<file path="config.mk">
export PLATFORM = sky130hd
export DESIGN_NAME = filter_ctrl_flat
export DESIGN_NICKNAME = d
export VERILOG_FILES = /design/src/verilog/dfc_pkg.sv /design/src/verilog/dfc_if.sv /design/src/verilog/filter_ctrl.sv /design/src/flat_wrapper.sv
export SDC_FILE = /design/constraint.sdc
export NUM_CORES = 1
export LEC_CHECK = 0
export BUFFER_PORTS_ARGS = -buffer_cell sky130_fd_sc_hd__clkbuf_2
export CAP_MARGIN = 25
export CORE_MARGIN = 2
export CORE_UTILIZATION = 50
export CTS_CLUSTER_SIZE = 40
export DETAILED_ROUTE_END_ITERATION = 7
export GPL_ROUTABILITY_DRIVEN = 1
export GPL_TIMING_DRIVEN = 1
export PLACE_DENSITY_LB_ADDON = 0.05
export SLEW_MARGIN = 0
export SYNTH_ARGS = -nofsm -noshare
export SYNTH_HDL_FRONTEND = slang
export SYNTH_SLANG_ARGS = --single-unit
</file>
<file path="constraint.sdc">
create_clock -name pclk -period 2.78 [get_ports pclk]
set_input_delay 0.695 -clock pclk [delete_from_list [all_inputs] [get_ports pclk]]
set_output_delay 0.695 -clock pclk [all_outputs]
set_load 0.03 [all_outputs]
</file>
<file path="src/verilog/dfc_pkg.sv">
package dfc_pkg;
  // Pin vector positions at the device
  localparam int P_CS    = 0;
  localparam int P_RW    = 1;
  localparam int P_SCLK  = 2;
  localparam int P_REGISTER_SELECT  = 3;
  localparam int P_SIN   = 4;
  localparam int P_RST   = 5;
  localparam int P_PD    = 6;
  localparam int P_SYNC  = 7;
  localparam int P_HW    = 8;
  localparam int P_CAL   = 9;
  localparam int P_USE   = 10;
  localparam int P_INPUT_CHANNEL_SELECT  = 11;
  localparam int P_DEC0  = 12;
  localparam int P_DEC2  = 14;
  localparam int P_MBIT  = 15;
  localparam int P_MFLT  = 16;
  localparam int PIN_N   = 17;
  localparam logic [PIN_N-1:0] PIN_RST_V = 17'h00003;

  // Configuration field positions
  localparam int CFG_W   = 8;
  localparam int CFG_PD  = 7;
  localparam int CFG_DEC = 2;
  localparam logic [CFG_W-1:0] CFG_RST_V = 8'h00;

  localparam int DATA_W  = 24;
  localparam int STAT_W  = 16;
  localparam int DEC_CW  = 16;
  localparam logic [2:0] DEC_MAX  = 3'h6;
  localparam logic [4:0] BIT_LAST = 5'h17;
  localparam logic [4:0] BIT_SAT  = 5'h1F;
  localparam logic [3:0] WR_LAST  = 4'h7;
  localparam logic [3:0] WR_BITS  = 4'h8;
  localparam logic [1:0] FS_ARMED = 2'h1;
  localparam logic [1:0] FS_NEXT  = 2'h2;

  typedef enum logic [1:0] {
    D_RESET = 2'h0,
    D_IDLE  = 2'h1,
    D_RUN   = 2'h3,
    D_PDOWN = 2'h2
  } dev_state_t;

  // Host register map
  localparam logic [7:0] ADDR_CTRL = 8'h00;
  localparam logic [7:0] ADDR_CMD  = 8'h04;
  localparam logic [7:0] ADDR_STAT = 8'h08;
  localparam logic [7:0] ADDR_RX   = 8'h0C;
  localparam int CTRL_W    = 10;
  localparam int C_RST     = 0;
  localparam int C_PD      = 1;
  localparam int C_SYNC    = 2;
  localparam int C_HW      = 3;
  localparam int C_CAL     = 4;
  localparam int C_USE     = 5;
  localparam int C_INPUT_CHANNEL_SELECT    = 6;
  localparam int C_DEC0    = 7;
  localparam int C_DEC2    = 9;
  localparam logic [CTRL_W-1:0] CTRL_RST_V = 10'h001;
  localparam int CMD_NB_HI = 4;
  localparam int CMD_READ  = 5;
  localparam int CMD_REGISTER_SELECT  = 6;
  localparam int CMD_WD_LO = 8;
  localparam int CMD_WD_HI = 15;

  localparam int CLK_NS        = 10;
  localparam int SCLK_HALF_NS  = 100;
  localparam logic [7:0] SCLK_HALF_CYC = 8'((SCLK_HALF_NS + CLK_NS - 1) / CLK_NS);

  typedef enum logic [2:0] {
    H_IDLE  = 3'h0,
    H_SETUP = 3'h1,
    H_SEL   = 3'h3,
    H_HIGH  = 3'h2,
    H_LOW   = 3'h6,
    H_END   = 3'h7
  } host_state_t;
endpackage : dfc_pkg

</file>
<file path="src/verilog/dfc_if.sv">
`timescale 1ns/100ps
interface dfc_if;
  logic       reset_pin;
  logic       power_down_pin;
  logic       sync_pin;
  logic       hw_mode_pin;
  logic       offset_cal_request;
  logic       apply_offset_correction;
  logic       input_channel_select;
  logic       decimation_sel_2;
  logic       decimation_sel_1;
  logic       decimation_sel_0;
  logic       cs_n;
  logic       rd_wr_n;
  logic       sclk;
  logic       register_select;
  logic       serial_in;
  logic       serial_out;
  logic       serial_out_oe;
  logic       data_ready_flag;
  wire        serial_line;

  // Pull-up while the device floats its output
  assign serial_line = serial_out_oe ? serial_out : 1'b1;

  modport dev (
    input  reset_pin, power_down_pin, sync_pin, hw_mode_pin, offset_cal_request,
    input  apply_offset_correction, input_channel_select, decimation_sel_2,
    input  decimation_sel_1, decimation_sel_0, cs_n, rd_wr_n, sclk,
    input  register_select, serial_in,
    output serial_out, serial_out_oe, data_ready_flag
  );
  modport host (
    output reset_pin, power_down_pin, sync_pin, hw_mode_pin, offset_cal_request,
    output apply_offset_correction, input_channel_select, decimation_sel_2,
    output decimation_sel_1, decimation_sel_0, cs_n, rd_wr_n, sclk,
    output register_select, serial_in,
    input  serial_line, data_ready_flag
  );
endinterface : dfc_if

</file>
<file path="src/verilog/filter_ctrl.sv">
// The implementer's own choices: the address map and the APB register port.
`timescale 1ns/100ps
module filter_ctrl
  import dfc_pkg::*;
#(
  parameter int unsigned DEC_BASE = 256
) (
  input  wire logic              pclk,
  input  wire logic              presetn,
  dfc_if.dev                     pins,
  input  wire logic              modulator_bitstream,
  input  wire logic              modulator_fault_in,
  input  wire logic              accum_one_fault,
  input  wire logic              accum_two_fault,
  input  wire logic              cal_done_in,
  input  wire logic [DATA_W-1:0] sample_in,
  input  wire logic              offset_load,
  input  wire logic [DATA_W-1:0] offset_in,
  output logic                   modulator_clk_out,
  output logic                   modulator_sync_out,
  output logic                   filter_bit,
  output logic                   conv_active,
  output logic [DATA_W-1:0]      offset_value
);

  ////////////////////////////////////////////////////////////////////////////
  // Pin synchronisers
  logic [PIN_N-1:0] raw;
  logic [PIN_N-1:0] s1_r;
  logic [PIN_N-1:0] s2_r;
  logic [PIN_N-1:0] s3_r;
  logic [PIN_N-1:0] pin_r;
  logic [PIN_N-1:0] pin_d_r;
  logic [PIN_N-1:0] rise;
  logic [PIN_N-1:0] fall;

  assign raw = {modulator_fault_in, modulator_bitstream, pins.decimation_sel_2,
                pins.decimation_sel_1, pins.decimation_sel_0, pins.input_channel_select,
                pins.apply_offset_correction, pins.offset_cal_request, pins.hw_mode_pin,
                pins.sync_pin, pins.power_down_pin, pins.reset_pin, pins.serial_in,
                pins.register_select, pins.sclk, pins.rd_wr_n, pins.cs_n};

  for (genvar i = 0; i < PIN_N; i++) begin : g_sync
    always_ff @(posedge pclk or negedge presetn) begin
      if (!presetn) begin
        s1_r[i]    <= PIN_RST_V[i];
        s2_r[i]    <= PIN_RST_V[i];
        s3_r[i]    <= PIN_RST_V[i];
        pin_r[i]   <= PIN_RST_V[i];
        pin_d_r[i] <= PIN_RST_V[i];
      end else begin
        s1_r[i] <= raw[i];
        s2_r[i] <= s1_r[i];
        s3_r[i] <= s2_r[i];
        if (s2_r[i] == s3_r[i]) begin
          pin_r[i] <= s3_r[i];
        end
        pin_d_r[i] <= pin_r[i];
      end
    end
  end

  assign rise = pin_r & ~pin_d_r;
  assign fall = ~pin_r & pin_d_r;

  ////////////////////////////////////////////////////////////////////////////
  // Control state
  dev_state_t       st_r;
  logic [CFG_W-1:0] cfg_r;
  logic [CFG_W-1:0] cfg_pins;
  logic [CFG_W-1:0] cfg_eff;
  logic             in_rst;
  logic             pd;
  logic             sync_ev;

  assign cfg_pins = {pin_r[P_PD], pin_r[P_CAL], pin_r[P_USE], pin_r[P_INPUT_CHANNEL_SELECT], 1'b0,
                     pin_r[P_DEC2:P_DEC0]};
  assign cfg_eff  = pin_r[P_HW] ? cfg_pins : cfg_r;
  assign pd       = cfg_eff[CFG_PD];
  assign in_rst   = (st_r == D_RESET);
  assign sync_ev  = rise[P_SYNC] && (st_r == D_IDLE || st_r == D_RUN);

  always_ff @(posedge pclk or negedge presetn) begin
    if (!presetn) begin
      st_r <= D_RESET;
    end else if (pin_r[P_RST]) begin
      st_r <= D_RESET;
    end else begin
      case (st_r)
        D_RESET: st_r <= D_IDLE;
        D_IDLE: begin
          if (pd) begin
            st_r <= D_PDOWN;
          end else if (sync_ev) begin
            st_r <= D_RUN;
          end
        end
        D_RUN: begin
          if (pd) begin
            st_r <= D_PDOWN;
          end
        end
        D_PDOWN: begin
          if (!pd) begin
            st_r <= D_IDLE;
          end
        end
        default: st_r <= D_RESET;
      endcase
    end
  end

  ////////////////////////////////////////////////////////////////////////////
  // Decimation timing
  logic [2:0]        dec_sel;
  logic [DEC_CW-1:0] period_m1;
  logic [DEC_CW-1:0] dec_cnt_r;
  logic              on_period;
  logic              tick;
  logic              realign;

  assign dec_sel   = (cfg_eff[CFG_DEC:0] > DEC_MAX) ? DEC_MAX : cfg_eff[CFG_DEC:0];
  assign period_m1 = DEC_CW'((DEC_BASE << dec_sel) - 1);
  assign on_period = (dec_cnt_r == period_m1);
  assign tick      = (st_r == D_RUN) && on_period && !pd;
  assign realign   = sync_ev && (st_r == D_RUN) && !on_period;

  always_ff @(posedge pclk or negedge presetn) begin
    if (!presetn) begin
      dec_cnt_r <= '0;
    end else if (st_r != D_RUN || realign || on_period) begin
      dec_cnt_r <= '0;
    end else begin
      dec_cnt_r <= dec_cnt_r + 1'b1;
    end
  end

  ////////////////////////////////////////////////////////////////////////////
  // Serial port
  logic [DATA_W-1:0] data_r;
  logic [DATA_W-1:0] sh_r;
  logic [STAT_W-1:0] status_w;
  logic [CFG_W-1:0]  hold_r;
  logic [CFG_W-1:0]  hold_nxt;
  logic [4:0]        bits_r;
  logic [3:0]        wcnt_r;
  logic              rd_act_r;
  logic              wr_act_r;
  logic              is_stat_r;
  logic              fell_r;
  logic              sfall;
  logic              lsb_fall;
  logic              stat_clr;
  logic              first_data;
  logic              wr_load;
  logic              ovw_r;
  logic              mflt_r;
  logic              accum_one_fault_r;
  logic              accum_two_fault_r;
  logic              data_ready_flag_r;
  logic              relo_r;
  logic              attempt_r;
  logic              one_sync_r;
  logic              caldone_r;
  logic [1:0]        fs_r;
  logic              load;

  assign status_w   = {ovw_r | mflt_r | accum_one_fault_r | accum_two_fault_r, ovw_r, mflt_r, accum_one_fault_r, accum_two_fault_r,
                       data_ready_flag_r, one_sync_r, caldone_r, cfg_eff};
  assign sfall      = fall[P_SCLK] && !pin_r[P_CS];
  assign lsb_fall   = rd_act_r && !is_stat_r && sfall && bits_r == BIT_LAST;
  assign stat_clr   = rd_act_r && is_stat_r && sfall && !fell_r;
  assign first_data = rd_act_r && !is_stat_r && sfall && !fell_r;
  assign hold_nxt   = {hold_r[CFG_W-2:0], pin_r[P_SIN]};
  assign wr_load    = wr_act_r && ((sfall && wcnt_r == WR_LAST)
                      || (rise[P_CS] && wcnt_r < WR_BITS));

  always_ff @(posedge pclk or negedge presetn) begin
    if (!presetn) begin
      rd_act_r  <= 1'b0;
      wr_act_r  <= 1'b0;
      is_stat_r <= 1'b0;
      fell_r    <= 1'b0;
      bits_r    <= '0;
      wcnt_r    <= '0;
      sh_r      <= '0;
      hold_r    <= '0;
    end else if (fall[P_CS]) begin
      rd_act_r  <= pin_r[P_RW];
      wr_act_r  <= !pin_r[P_RW];
      is_stat_r <= pin_r[P_REGISTER_SELECT];
      fell_r    <= 1'b0;
      bits_r    <= '0;
      wcnt_r    <= '0;
      sh_r      <= pin_r[P_REGISTER_SELECT] ? {status_w, {(DATA_W-STAT_W){status_w[0]}}}
                                 : data_r;
    end else if (pin_r[P_CS]) begin
      rd_act_r <= 1'b0;
      wr_act_r <= 1'b0;
    end else if (rd_act_r) begin
      if (sfall) begin
        fell_r <= 1'b1;
        if (bits_r != BIT_SAT) begin
          bits_r <= bits_r + 1'b1;
        end
      end
      if (rise[P_SCLK] && fell_r) begin
        sh_r <= {sh_r[DATA_W-2:0], is_stat_r & sh_r[0]};
      end
    end else if (wr_act_r && sfall && wcnt_r < WR_BITS) begin
      hold_r <= hold_nxt;
      wcnt_r <= wcnt_r + 1'b1;
    end
  end

  always_ff @(posedge pclk or negedge presetn) begin
    if (!presetn) begin
      cfg_r <= CFG_RST_V;
    end else if (in_rst) begin
      cfg_r <= cfg_pins;
    end else if (wr_load) begin
      cfg_r <= (sfall && wcnt_r == WR_LAST) ? hold_nxt : hold_r;
    end
  end

  ////////////////////////////////////////////////////////////////////////////
  // Data register, data ready and flags
  assign load = tick && !attempt_r;

  always_ff @(posedge pclk or negedge presetn) begin
    if (!presetn) begin
      data_r     <= '0;
      data_ready_flag_r     <= 1'b0;
      relo_r     <= 1'b0;
      attempt_r  <= 1'b0;
      one_sync_r <= 1'b0;
      caldone_r  <= 1'b0;
      fs_r       <= '0;
    end else if (in_rst) begin
      data_r     <= '0;
      data_ready_flag_r     <= 1'b0;
      relo_r     <= 1'b0;
      attempt_r  <= 1'b0;
      one_sync_r <= 1'b0;
      caldone_r  <= 1'b0;
      fs_r       <= '0;
    end else begin
      relo_r <= 1'b0;
      if (first_data) begin
        attempt_r <= 1'b1;
      end else if (lsb_fall) begin
        attempt_r <= 1'b0;
      end
      if (sync_ev) begin
        fs_r <= FS_ARMED;
      end
      if (sync_ev && st_r == D_IDLE && !data_ready_flag_r) begin
        data_r <= sample_in;
        data_ready_flag_r <= 1'b1;
      end else if (load) begin
        data_r     <= sample_in;
        caldone_r  <= cal_done_in;
        one_sync_r <= (fs_r == FS_NEXT);
        if (fs_r == FS_ARMED) begin
          fs_r <= FS_NEXT;
        end else if (fs_r == FS_NEXT) begin
          fs_r <= '0;
        end
        data_ready_flag_r <= !data_ready_flag_r;
        relo_r <= data_ready_flag_r;
      end else if (relo_r) begin
        data_ready_flag_r <= 1'b1;
      end else if (lsb_fall) begin
        data_ready_flag_r <= 1'b0;
      end
    end
  end

  always_ff @(posedge pclk or negedge presetn) begin
    if (!presetn) begin
      ovw_r  <= 1'b0;
      mflt_r <= 1'b0;
      accum_one_fault_r <= 1'b0;
      accum_two_fault_r <= 1'b0;
    end else if (in_rst) begin
      ovw_r  <= 1'b0;
      mflt_r <= 1'b0;
      accum_one_fault_r <= 1'b0;
      accum_two_fault_r <= 1'b0;
    end else begin
      ovw_r  <= (tick && attempt_r) || (ovw_r && !stat_clr);
      mflt_r <= (pin_r[P_MFLT] && !pd) || (mflt_r && !stat_clr);
      accum_one_fault_r <= accum_one_fault || (accum_one_fault_r && !stat_clr);
      accum_two_fault_r <= accum_two_fault || (accum_two_fault_r && !stat_clr);
    end
  end

  always_ff @(posedge pclk or negedge presetn) begin
    if (!presetn) begin
      offset_value <= '0;
    end else if (in_rst) begin
      offset_value <= '0;
    end else if (offset_load) begin
      offset_value <= offset_in;
    end
  end

  ////////////////////////////////////////////////////////////////////////////
  // Modulator side and pin outputs
  always_ff @(posedge pclk or negedge presetn) begin
    if (!presetn) begin
      modulator_clk_out  <= 1'b0;
      modulator_sync_out <= 1'b0;
      filter_bit         <= 1'b0;
      conv_active        <= 1'b0;
    end else begin
      modulator_clk_out  <= (st_r != D_PDOWN) && !pd && !modulator_clk_out;
      modulator_sync_out <= sync_ev && !pd;
      filter_bit         <= pin_r[P_MBIT] && !pd;
      conv_active        <= (st_r == D_RUN) && !pd;
    end
  end

  assign pins.serial_out      = sh_r[DATA_W-1];
  assign pins.serial_out_oe   = rd_act_r;
  assign pins.data_ready_flag = data_ready_flag_r;

endmodule : filter_ctrl

</file>
<file path="src/flat_wrapper.sv">
// flat-port wrapper written by rule: the top's interface ports become plain ports
module filter_ctrl_flat import dfc_pkg::*;
#(
  parameter int unsigned DEC_BASE = 256
)
  (pclk, presetn, modulator_bitstream, modulator_fault_in, accum_one_fault, accum_two_fault, cal_done_in, sample_in, offset_load, offset_in, modulator_clk_out, modulator_sync_out, filter_bit, conv_active, offset_value, pins_reset_pin, pins_power_down_pin, pins_sync_pin, pins_hw_mode_pin, pins_offset_cal_request, pins_apply_offset_correction, pins_input_channel_select, pins_decimation_sel_2, pins_decimation_sel_1, pins_decimation_sel_0, pins_cs_n, pins_rd_wr_n, pins_sclk, pins_register_select, pins_serial_in, pins_serial_out, pins_serial_out_oe, pins_data_ready_flag);
  dfc_if pins_i ();
  input  wire logic pclk;
  input  wire logic presetn;
  input  wire logic modulator_bitstream;
  input  wire logic modulator_fault_in;
  input  wire logic accum_one_fault;
  input  wire logic accum_two_fault;
  input  wire logic cal_done_in;
  input  wire logic [DATA_W-1:0] sample_in;
  input  wire logic offset_load;
  input  wire logic [DATA_W-1:0] offset_in;
  output logic modulator_clk_out;
  output logic modulator_sync_out;
  output logic filter_bit;
  output logic conv_active;
  output logic [DATA_W-1:0] offset_value;
  input wire logic [$bits(pins_i.reset_pin)-1:0] pins_reset_pin;
  input wire logic [$bits(pins_i.power_down_pin)-1:0] pins_power_down_pin;
  input wire logic [$bits(pins_i.sync_pin)-1:0] pins_sync_pin;
  input wire logic [$bits(pins_i.hw_mode_pin)-1:0] pins_hw_mode_pin;
  input wire logic [$bits(pins_i.offset_cal_request)-1:0] pins_offset_cal_request;
  input wire logic [$bits(pins_i.apply_offset_correction)-1:0] pins_apply_offset_correction;
  input wire logic [$bits(pins_i.input_channel_select)-1:0] pins_input_channel_select;
  input wire logic [$bits(pins_i.decimation_sel_2)-1:0] pins_decimation_sel_2;
  input wire logic [$bits(pins_i.decimation_sel_1)-1:0] pins_decimation_sel_1;
  input wire logic [$bits(pins_i.decimation_sel_0)-1:0] pins_decimation_sel_0;
  input wire logic [$bits(pins_i.cs_n)-1:0] pins_cs_n;
  input wire logic [$bits(pins_i.rd_wr_n)-1:0] pins_rd_wr_n;
  input wire logic [$bits(pins_i.sclk)-1:0] pins_sclk;
  input wire logic [$bits(pins_i.register_select)-1:0] pins_register_select;
  input wire logic [$bits(pins_i.serial_in)-1:0] pins_serial_in;
  output wire logic [$bits(pins_i.serial_out)-1:0] pins_serial_out;
  output wire logic [$bits(pins_i.serial_out_oe)-1:0] pins_serial_out_oe;
  output wire logic [$bits(pins_i.data_ready_flag)-1:0] pins_data_ready_flag;
  assign pins_i.reset_pin = pins_reset_pin;
  assign pins_i.power_down_pin = pins_power_down_pin;
  assign pins_i.sync_pin = pins_sync_pin;
  assign pins_i.hw_mode_pin = pins_hw_mode_pin;
  assign pins_i.offset_cal_request = pins_offset_cal_request;
  assign pins_i.apply_offset_correction = pins_apply_offset_correction;
  assign pins_i.input_channel_select = pins_input_channel_select;
  assign pins_i.decimation_sel_2 = pins_decimation_sel_2;
  assign pins_i.decimation_sel_1 = pins_decimation_sel_1;
  assign pins_i.decimation_sel_0 = pins_decimation_sel_0;
  assign pins_i.cs_n = pins_cs_n;
  assign pins_i.rd_wr_n = pins_rd_wr_n;
  assign pins_i.sclk = pins_sclk;
  assign pins_i.register_select = pins_register_select;
  assign pins_i.serial_in = pins_serial_in;
  assign pins_serial_out = pins_i.serial_out;
  assign pins_serial_out_oe = pins_i.serial_out_oe;
  assign pins_data_ready_flag = pins_i.data_ready_flag;
  filter_ctrl #(.DEC_BASE(DEC_BASE)) u_core (.pclk(pclk), .presetn(presetn), .pins(pins_i), .modulator_bitstream(modulator_bitstream), .modulator_fault_in(modulator_fault_in), .accum_one_fault(accum_one_fault), .accum_two_fault(accum_two_fault), .cal_done_in(cal_done_in), .sample_in(sample_in), .offset_load(offset_load), .offset_in(offset_in), .modulator_clk_out(modulator_clk_out), .modulator_sync_out(modulator_sync_out), .filter_bit(filter_bit), .conv_active(conv_active), .offset_value(offset_value));
endmodule
</file>
==> flow_metrics.env, run 1 <==
export IMPL_synth_top_area_frac=0.587
export IMPL_ys_flop_type="dfrtp_1"
export IMPL_fin_skew_ns=0.00762
export IMPL_placed_cells=997
export IMPL_wl_met1_um=7650
export IMPL_synth_enable_flop_cells=0
export IMPL_synth_nets=773
export IMPL_synth_area_um2=8350
export IMPL_num_vias=5345
export IMPL_clockPowerShare=0.366
export IMPL_synth_cells=698
export IMPL_relSlewSlack=0.487
export IMPL_hold_path_class="primary input to async pin"
export IMPL_antenna_found_initial=0
export IMPL_nNetsFinal=877
export IMPL_highest_layer="met4"
export IMPL_stdcell_area_um2=9910
export IMPL_regArea_um2=5140
export IMPL_cts_buffers=22
export IMPL_io_buffers=101
export IMPL_clock_sink_count=205
export IMPL_start_kind="flip-flop"
export IMPL_die_x_um=133
export IMPL_pwr_share_comb=0.168
export IMPL_grt_pass1_wl_um=27900
export IMPL_power_frac_seq=0.465
export IMPL_grt_max_degree=55
export IMPL_async_reset_ff_frac=1.00
export IMPL_switching_share=0.286
export IMPL_p_sw_mw=2.33
export IMPL_wl_met2_um=7720
export IMPL_finalWeightedCongestion=0.878
export IMPL_min_period_ns=2.52
export IMPL_power_internal_mw=5.84
export IMPL_wl_per_cell_um=15.7
export IMPL_worst_hold_slack_ns=0.166
export IMPL_synth_distinct_cells=52
export IMPL_synth_seq_area_share=0.616
export IMPL_crit_type="flip-flop to flip-flop"
export IMPL_n_antenna_cell=0
export IMPL_cp_end_kind="flip-flop"
export IMPL_num_rows=47
export IMPL_drive_gt1_frac=0.227
export IMPL_dieArea_um2=17800
export IMPL_finalPower_mw=8.17
export IMPL_mostFrequentLayoutCell="dfrtp_1"
export IMPL_crit_fanout=7
export IMPL_post_cts_buffers=0
export IMPL_syn_avg_cell_area_um2=12.0
export IMPL_h_tree_depth=1
export IMPL_p_per_area_nw_per_um2=825
export IMPL_finalCritPeriodShare=0.908
export IMPL_syn_to_final_growth_pct=18.6
export IMPL_cts_hold_buf=0
export IMPL_synth_area_leaders="dfrtp_1 (59%), mux2i_1 (11%), nor2_1 (3.6%)"
export IMPL_fmax_mhz=396
export IMPL_outcome="complete, no violations"
export IMPL_cts_buffer_depth=3
export IMPL_placed_cell_area_um2=9140
export IMPL_cts_resized=0
export IMPL_start_util=0.507
export IMPL_first_global_vias=5549
export IMPL_fin_tns_setup_ns=0
export IMPL_clkTransAtPathRegs_ns=0.06
export IMPL_yosys_area_top_type="dfrtp_1"
export IMPL_drt_antenna_violating_nets=0
export IMPL_synth_seq_cells=205
export IMPL_rsz0062_at_grt="false"
export IMPL_cp_arrival_ns=2.90
export IMPL_overflow=0
export IMPL_slew_violations=0
export IMPL_fillers=1374
export IMPL_cellLeakagePower_nw=4.62
export IMPL_place_hpwl_um=11200
export IMPL_io_pins=102
export IMPL_timing_max_cap_violations=0
export IMPL_drt_iter0_drc=256
export IMPL_cts_tree="yes"
export IMPL_dr_wl_met3_um=713
export IMPL_core_area_um2=16500
export IMPL_mostFrequentLayoutCells="dfrtp_1 (196), clkbuf_2 (100), mux2i_1 (90), nor2_1 (78), nand2_1 (57)"
export IMPL_remaining_drc_errors=0
export IMPL_yosys_warnings=0
export IMPL_stdcell_count=1038
export IMPL_clk_latency_ns=0.49
export IMPL_dr_pass1_iters=4
export IMPL_required_ns=3.16
export IMPL_viasPerCell=5.15
export IMPL_totalWireLength_um=16300
export IMPL_setup_viol=0
export IMPL_multiInputGateArea_um2=2950
export IMPL_worst_pin_slew_ns=0.770
export IMPL_worst_ir_drop_vdd_uv=492
export IMPL_track_usage=0.192
export IMPL_die_y_um=133
export IMPL_final_hold_violation_count=0
export IMPL_cts_root_buf="clkbuf_16"
==> cells in the mapped netlist (2+ instances only) <==
cell	number
mux2_2	10
or3_1	2
ha_1	4
xnor2_1	8
mux2i_1	90
a21oi_1	29
inv_1	28
maj3_1	17
buf_1	3
nand4_1	4
o211ai_1	14
nand2_1	57
clkbuf_1	26
nor3_1	5
nor2b_1	10
o21ai_0	29
nand3_1	7
xor2_1	11
buf_6	3
or3b_1	2
or2_2	2
a211oi_1	11
and3_1	8
dfstp_2	9
nor3b_1	3
dfrtp_1	196
nor2_1	80
buf_2	3
mux2_4	2
a211o_1	2
nand4b_1	2
==> metrics by stage <==
stage	worst slack, ns	utilization
4_1_cts	0.255	0.601
6_report	0.256	0.602
2_1_floorplan	0.524	-
3_3_place_gp	0.361	0.555
5_1_grt	0.154	0.602
3_5_place_dp	0.279	0.555
==> state kept, by name, indices dropped and copies added, names as in the netlist, 2 cells and up <==
| signal | flops |
|---|---|
| u_core.hold_r | 8 |
| u_core.bits_r | 5 |
| u_core.cfg_pins | 7 |
| u_core.s2_r | 17 |
| u_core.wcnt_r | 4 |
| u_core.pin_d_r | 3 |
| u_core.st_r | 2 |
| u_core.fs_r | 2 |
| u_core.cfg_r | 8 |
| u_core.s3_r | 17 |
| u_core.data_r | 24 |
| u_core.pin_r | 9 |
| u_core.offset_value | 24 |
| u_core.dec_cnt_r | 16 |
| u_core.s1_r | 17 |
| u_core.sh_r | 24 |
==> cells by family after synthesis <==
kind of cell,count (synthesis),share of synthesized area
mux,102,0.125
flops,205,0.616
compound gates,99,0.0803
fa+ha+maj,21,0.0264
xor+xnor,19,0.0199
buf+inv,64,0.0324
simple gates,188,0.101
==> power groups by stage <==
| stage | logic (mW) | registers [mW] | clock network (mW) |
|---|---|---|---|
| global placement | 1.35 | 3.84 | 0 |
| finish | 1.38 | 3.80 | 2.99 |
| CTS | 1.40 | 3.81 | 3.08 |
| floorplan | 0.878 | 3.87 | 0 |
| global route | 1.54 | 3.86 | 3.22 |
| detailed placement | 1.39 | 3.85 | 0 |
==> per-layer routing <==
metal,track usage,up-vias
met5,0,-
met1,0.273,2628
met2,0.313,102
li1,-,2601
met4,0.0431,0
met3,0.0331,14
==> final timing paths <==
check                                start                end  slack, ns  cells after the start
max in group asynchronous          presetn  u_core.pin_d_r[0]       1.96                      2
min in group pclk             pins_rd_wr_n     u_core.s1_r[1]       0.28                      1
min reg2reg                u_core.s1_r[10]    u_core.s2_r[10]       0.34                      0
max reg2reg                u_core.pin_r[8]     u_core.fs_r[0]       0.26                      6
min                                presetn   u_core.bits_r[4]       0.17                      1
max                        u_core.pin_r[8]     u_core.fs_r[0]       0.26                      6
==> worst max-delay path, stage by stage (launching register included) <==
cell and delay, ns:
dfrtp_1 0.52, mux2_2 0.44, a211o_1 0.31, a221oi_4 0.29
o2111ai_4 0.24, or3b_1 0.44, and3_1 0.17
==> cell type report <==
| type | instances | area share |
|---|---|---|
| Inverter | 28 | 0.0106 |
| Sequential cell | 205 | 0.519 |
| Tap cell | 220 | 0.0278 |
| Clock buffer | 26 | 0.0603 |
| Multi-Input combinational cell | 429 | 0.298 |
| Clock inverter | 14 | 0.0164 |
| Timing Repair Buffer | 116 | 0.0683 |
Note: power is estimated with default switching activity, not from simulation.
==> inputs of run 2 (changes only) <==
--- a/config.mk
+++ b/config.mk
@@ -5,6 +5,7 @@
 export SDC_FILE = /design/constraint.sdc
 export NUM_CORES = 1
 export LEC_CHECK = 0
+export ABC_AREA = 1
 export BUFFER_PORTS_ARGS = -buffer_cell sky130_fd_sc_hd__clkbuf_2
 export CAP_MARGIN = 25
 export CORE_MARGIN = 2
==> run 2 against run 1 <==
Global-route usage is 1.1 points higher. Sequential share of layout area shrank 0.19 points. Synthesized area rose by 1.3%. Worst setup slack better by 0.12 ns. Cell count rose by 14%. Sequential power is essentially flat.
==> flow_metrics.env, run 2 <==
export IMPL_synth_distinct_cells=46
export IMPL_worst_ir_drop_vdd_uv=589
export IMPL_place_hpwl_um=12300
export IMPL_placed_cell_area_um2=9210
export IMPL_fin_skew_ns=0.00981
export IMPL_syn_avg_cell_area_um2=10.1
export IMPL_antenna_found_initial=0
export IMPL_worst_pin_slew_ns=0.751
export IMPL_hold_path_class="primary input to async pin"
export IMPL_totalWireLength_um=17700
export IMPL_synth_area_um2=8460
export IMPL_timing_max_cap_violations=0
export IMPL_wl_per_cell_um=15.0
export IMPL_post_cts_buffers=0
export IMPL_num_rows=47
export IMPL_slew_violations=0
export IMPL_largestRegisters="u_core.data_r x24, u_core.offset_value x24, u_core.sh_r x24"
export IMPL_yosys_area_top_type="dfrtp_1"
export IMPL_clock_sink_count=205
export IMPL_clk_latency_ns=0.50
export IMPL_finalCritPeriodShare=0.864
export IMPL_drt_iter0_drc=344
export IMPL_yosys_warnings=0
export IMPL_io_buffers=101
export IMPL_start_util=0.510
export IMPL_clkTransAtPathRegs_ns=0.05
export IMPL_cts_hold_buf=0
export IMPL_relSlewSlack=0.499
export IMPL_fin_tns_setup_ns=0
export IMPL_io_pins=102
export IMPL_dr_pass1_iters=5
export IMPL_p_per_area_nw_per_um2=842
export IMPL_cp_end_kind="flip-flop"
export IMPL_synth_enable_flop_cells=0
export IMPL_finalWeightedCongestion=0.906
export IMPL_die_y_um=134
export IMPL_cts_resized=0
export IMPL_cts_root_buf="clkbuf_16"
export IMPL_crit_path_frequent_cell="nand2_1"
export IMPL_dieArea_um2=18000
export IMPL_mostFrequentLayoutCell="dfrtp_1"
export IMPL_finalPower_mw=8.38
export IMPL_nNetsFinal=1018
export IMPL_yosys_top_cells_count="dfrtp_1 (196), nand2_1 (137), inv_1 (105)"
export IMPL_setup_viol=0
export IMPL_fmax_mhz=416
export IMPL_ys_flop_type="dfrtp_1"
export IMPL_layout_setup_ws_ns=0.378
export IMPL_rsz0062_at_grt="false"
export IMPL_post_synth_top_count_cell="dfrtp_1"
export IMPL_core_area_um2=16600
export IMPL_async_reset_ff_frac=1.00
export IMPL_min_period_ns=2.40
export IMPL_die_x_um=134
export IMPL_synth_top_area_frac=0.580
export IMPL_first_global_vias=6083
export IMPL_crit_family="simple AND/OR/NAND/NOR gates"
export IMPL_track_usage=0.203
export IMPL_crit_type="flip-flop to flip-flop"
export IMPL_h_tree_depth=1
export IMPL_overflow=0
export IMPL_cellLeakagePower_nw=4.82
export IMPL_max_stage_delay_ns=0.62
export IMPL_num_vias=6153
export IMPL_required_ns=3.21
export IMPL_grt_max_degree=83
export IMPL_synth_cells=836
export IMPL_start_kind="flip-flop"
export IMPL_crit_chain="nand2_1 > nand3_1 > a21oi_1 > nor2_1 > nand2_1 > nor2_2 > nand4_4 > nand2_4 > buf_12 > nand3_2 > o21ai_2"
export IMPL_stdcell_area_um2=9940
export IMPL_outcome="complete, no violations"
export IMPL_cts_buffer_depth=3
export IMPL_synth_seq_area_share=0.608
export IMPL_crit_buf_inv=1
export IMPL_cp_arrival_ns=2.83
export IMPL_remaining_drc_errors=0
export IMPL_cts_tree="yes"
export IMPL_crit_fanout=21
export IMPL_pre_cts_slack_ns=0.416
export IMPL_mostFrequentLayoutCells="dfrtp_1 (196), nand2_1 (137), inv_1 (105), clkbuf_2 (100), o21ai_0 (63)"
export IMPL_final_hold_violation_count=0
export IMPL_viasPerCell=5.22
export IMPL_synth_area_leaders="dfrtp_1 (58%), nand2_1 (6.1%), inv_1 (4.7%)"
export IMPL_synth_nets=911
export IMPL_grt_pass1_wl_um=29900
export IMPL_crit_slowest_cell="dfrtp_1"
export IMPL_drive_gt1_frac=0.222
export IMPL_syn_to_final_growth_pct=17.6
export IMPL_drt_antenna_violating_nets=0
export IMPL_cts_buffers=23
export IMPL_synth_seq_cells=205
export IMPL_n_antenna_cell=0
-- run 2: cell count changes after synthesis, sizes merged, moves of 9 or more --
cell    previous run  this run
nor2b             10         0
a21oi             30        47
inv               28       111
clkbuf            26        17
mux2i             90         3
nand3              7        60
a211oi            12         2
nor2              80        63
o21ai             30        78
o221ai             0        12
mux2              12         0
nand2             57       144
-- run 2: worst register-to-register path, delay by kind of cell (launching register included) --
| family | cells | cell delay (ns) |
|---|---|---|
| DFF | 1 | 0.62 |
| AOI/OAI and AO/OA | 2 | 0.16 |
| buffers and inverters | 1 | 0.22 |
| and+or+nand+nor | 8 | 1.33 |
-- run 2: logic make-up (layout without fill, tap and decap cells) --
group / Yosys count / after routing / share of synthesized area
flip-flops: 205 / 205 / 0.608
adder cells (fa/ha/maj): 21 / 21 / 0.0260
AND/OR/NAND/NOR: 285 / 285 / 0.159
AO/OA/AOI/OAI: 172 / 172 / 0.125
buffers and inverters: 143 / 266 / 0.0715
XOR/XNOR: 7 / 7 / 0.00725
multiplexers: 3 / 3 / 0.00355
-- run 2: final timing paths --
kind | start | slack (ns) | to | depth (start not counted)
min | presetn | 0.16 | u_core.s2_r[3] | 1
min reg2reg | u_core.s1_r[12] | 0.35 | u_core.s2_r[12] | 0
max in group asynchronous | presetn | 1.81 | u_core.s1_r[1] | 2
max | u_core.pin_r[8] | 0.38 | u_core.data_r[5] | 11
min in group pclk | pins_rd_wr_n | 0.27 | u_core.s1_r[1] | 1
max reg2reg | u_core.pin_r[8] | 0.38 | u_core.data_r[5] | 11
-- run 2: where the power goes --
part	internal [mW]	switching (mW)	total, mW	leakage [nW]
clock network	1.75	1.13	2.88	0.363
registers	3.52	0.270	3.79	2.59
logic	0.581	1.12	1.71	1.87
-- run 2: final cells by class --
class	instances	area, um^2
clock buffers	35	671
clock inverters	6	62.6
fillers	1451	6640
inverters	111	419
multi-input cells	488	2710
flip-flops and latches	205	5140
well taps	220	275
repair buffers	114	662
-- run 2: stage by stage --
stage	hold slack [ns]	utilization	instances
3_5_place_dp	0.335	0.555	1138
5_1_grt	0.178	0.600	1179
4_1_cts	0.172	0.600	1179
6_report	0.162	0.600	1179
2_1_floorplan	0.331	-	836
3_3_place_gp	0.331	0.555	1138
-- run 2: routing by layer --
layer  part of all wire  track usage  vias to the layer above
met5                  0            0                        -
met4              0.031       0.0760                        0
met3              0.054       0.0412                       39
met2               0.47        0.320                      185
met1               0.45        0.282                     2949
li1                   -            -                     2980
==> inputs of run 3 (changes only) <==
--- a/config.mk
+++ b/config.mk
@@ -9,7 +9,7 @@
 export BUFFER_PORTS_ARGS = -buffer_cell sky130_fd_sc_hd__clkbuf_2
 export CAP_MARGIN = 25
 export CORE_MARGIN = 2
-export CORE_UTILIZATION = 50
+export CORE_UTILIZATION = 58
 export CTS_CLUSTER_SIZE = 40
 export DETAILED_ROUTE_END_ITERATION = 7
 export GPL_ROUTABILITY_DRIVEN = 1
==> run 3 against run 2 <==
Total power up 3.8%. Die area down 13%. Utilization up 9.3 points. Sequential power about the same. First-iteration DRC count up 21%. Clock-buffer cell count down 2. Hold slack worse by 0.035 ns. Sequential cell count unchanged. Non-clock buffer count down 3. Via count up 0.81%. Highest routed layer unchanged.
==> flow_metrics.env, run 3 (synthesis results as in run 2) <==
export IMPL_outcome="complete, no violations"
export IMPL_wl_per_cell_um=15.8
export IMPL_placed_cells=1099
export IMPL_pwr_share_comb=0.194
export IMPL_largestRegisters="u_core.data_r x24, u_core.offset_value x24, u_core.sh_r x24"
export IMPL_fillers=1117
export IMPL_crit_fanout=40
export IMPL_io_buffers=101
export IMPL_mostFrequentLayoutCells="dfrtp_1 (196), nand2_1 (137), inv_1 (105), clkbuf_2 (100), o21ai_0 (63)"
export IMPL_clockPowerShare=0.370
export IMPL_power_internal_mw=6.13
export IMPL_dr_pass1_iters=5
export IMPL_clkTransAtPathRegs_ns=0.06
export IMPL_setup_viol=0
export IMPL_fin_util=0.693
export IMPL_nNetsFinal=1014
export IMPL_fin_skew_ns=0.00988
export IMPL_antenna_found_initial=0
export IMPL_n_antenna_cell=0
export IMPL_fmax_mhz=399
export IMPL_drt_iter0_drc=416
export IMPL_timing_max_cap_violations=0
export IMPL_place_hpwl_um=12200
export IMPL_syn_to_final_growth_pct=17.7
export IMPL_switching_share=0.294
export IMPL_stdcell_area_um2=9960
export IMPL_cellLeakagePower_nw=4.85
export IMPL_clock_sink_count=205
export IMPL_min_period_ns=2.50
export IMPL_post_cts_buffers=0
export IMPL_p_sw_mw=2.56
export IMPL_grt_max_degree=71
export IMPL_dieArea_um2=15600
export IMPL_worst_pin_slew_ns=0.843
export IMPL_io_pins=102
export IMPL_slew_violations=0
export IMPL_die_y_um=125
export IMPL_mostFrequentLayoutCell="dfrtp_1"
export IMPL_start_util=0.589
export IMPL_cts_tree="yes"
export IMPL_cp_arrival_ns=2.93
export IMPL_worst_hold_slack_ns=0.127
export IMPL_remaining_drc_errors=0
export IMPL_start_kind="flip-flop"
export IMPL_final_hold_violation_count=0
export IMPL_cts_buffers=22
export IMPL_overflow=0
export IMPL_grt_pass1_wl_um=30400
export IMPL_p_per_area_nw_per_um2=873
export IMPL_track_usage=0.237
export IMPL_drt_antenna_violating_nets=0
export IMPL_crit_type="flip-flop to flip-flop"
export IMPL_first_global_vias=6268
export IMPL_worst_ir_drop_vdd_uv=640
export IMPL_cts_hold_buf=0
export IMPL_cts_resized=0
export IMPL_cp_end_kind="flip-flop"
export IMPL_finalWeightedCongestion=0.890
export IMPL_viasPerCell=5.45
export IMPL_core_area_um2=14400
export IMPL_fin_tns_setup_ns=0
export IMPL_hold_path_class="primary input to async pin"
export IMPL_power_frac_seq=0.437
export IMPL_h_tree_depth=1
export IMPL_totalWireLength_um=18000
export IMPL_cts_root_buf="clkbuf_16"
export IMPL_die_x_um=125
export IMPL_rsz0062_at_grt="false"
export IMPL_relSlewSlack=0.436
export IMPL_clk_latency_ns=0.51
export IMPL_finalCritPeriodShare=0.901
export IMPL_required_ns=3.20
export IMPL_cts_buffer_depth=3
export IMPL_drive_gt1_frac=0.224
export IMPL_placed_cell_area_um2=9130
export IMPL_num_rows=44
export IMPL_stdcell_count=1139
export IMPL_num_vias=6203
[run 3: cell types whose count changed in the layout (fill, tap and decap cells not counted), sizes merged]
cell / change
clkbuf: -2
inv: -2
buf: -3
bufinv: +3
[run 3: per-layer routing]
layer,part of all wire,vias up,GRT usage
li1,-,2978,-
met1,0.43,3001,0.318
met2,0.49,189,0.403
met3,0.051,35,0.0365
met4,0.028,0,0.0714
met5,0,-,0
[run 3: final cells by class]
cell class	count	area, um^2	share of cell area
Sequential cell	205	5140	0.516
Clock inverter	7	146	0.0147
Clock buffer	33	682	0.0685
Timing Repair Buffer	111	627	0.0630
Inverter	111	419	0.0421
Multi-Input combinational cell	488	2710	0.272
Tap cell	184	230	0.0231
[run 3: worst max-delay path: stages (launching register included)]
cell and delay, ns:
dfrtp_1 0.62, nand2_1 0.19, nand3_1 0.15, a21oi_1 0.09, nor2_1 0.14, nand2_1 0.09
nor2_2 0.13, nand4_4 0.24, nand2_4 0.52, nand3_2 0.13, o21ai_2 0.09
[run 3: worst paths after layout]
| check | startpoint | endpoint | slack [ns] | cells after the start |
|---|---|---|---|---|
| max | u_core.pin_r[8] | u_core.data_r[12] | 0.28 | 10 |
| min | presetn | u_core.ovw_r | 0.13 | 1 |
| max reg2reg | u_core.pin_r[8] | u_core.data_r[12] | 0.28 | 10 |
| min reg2reg | u_core.s1_r[10] | u_core.s2_r[10] | 0.35 | 0 |
| max in group asynchronous | presetn | u_core.pin_r[0] | 1.89 | 2 |
| min in group pclk | pins_rd_wr_n | u_core.s1_r[1] | 0.27 | 1 |
[run 3: power groups by stage]
stage               clock network, mW  registers [mW]  logic, mW
floorplan                           0            3.93       1.08
global placement                    0            3.82       1.62
detailed placement                  0            3.83       1.69
CTS                              3.27            3.79       1.70
global route                     3.39            3.85       1.88
finish                           3.21            3.79       1.68
[run 3: through the flow]
stage               total power, mW  setup slack [ns]
floorplan                      5.01             0.962
global placement               5.44             0.415
detailed placement             5.52             0.311
CTS                            8.76             0.288
global route                   9.13            0.0323
finish                         8.69             0.275
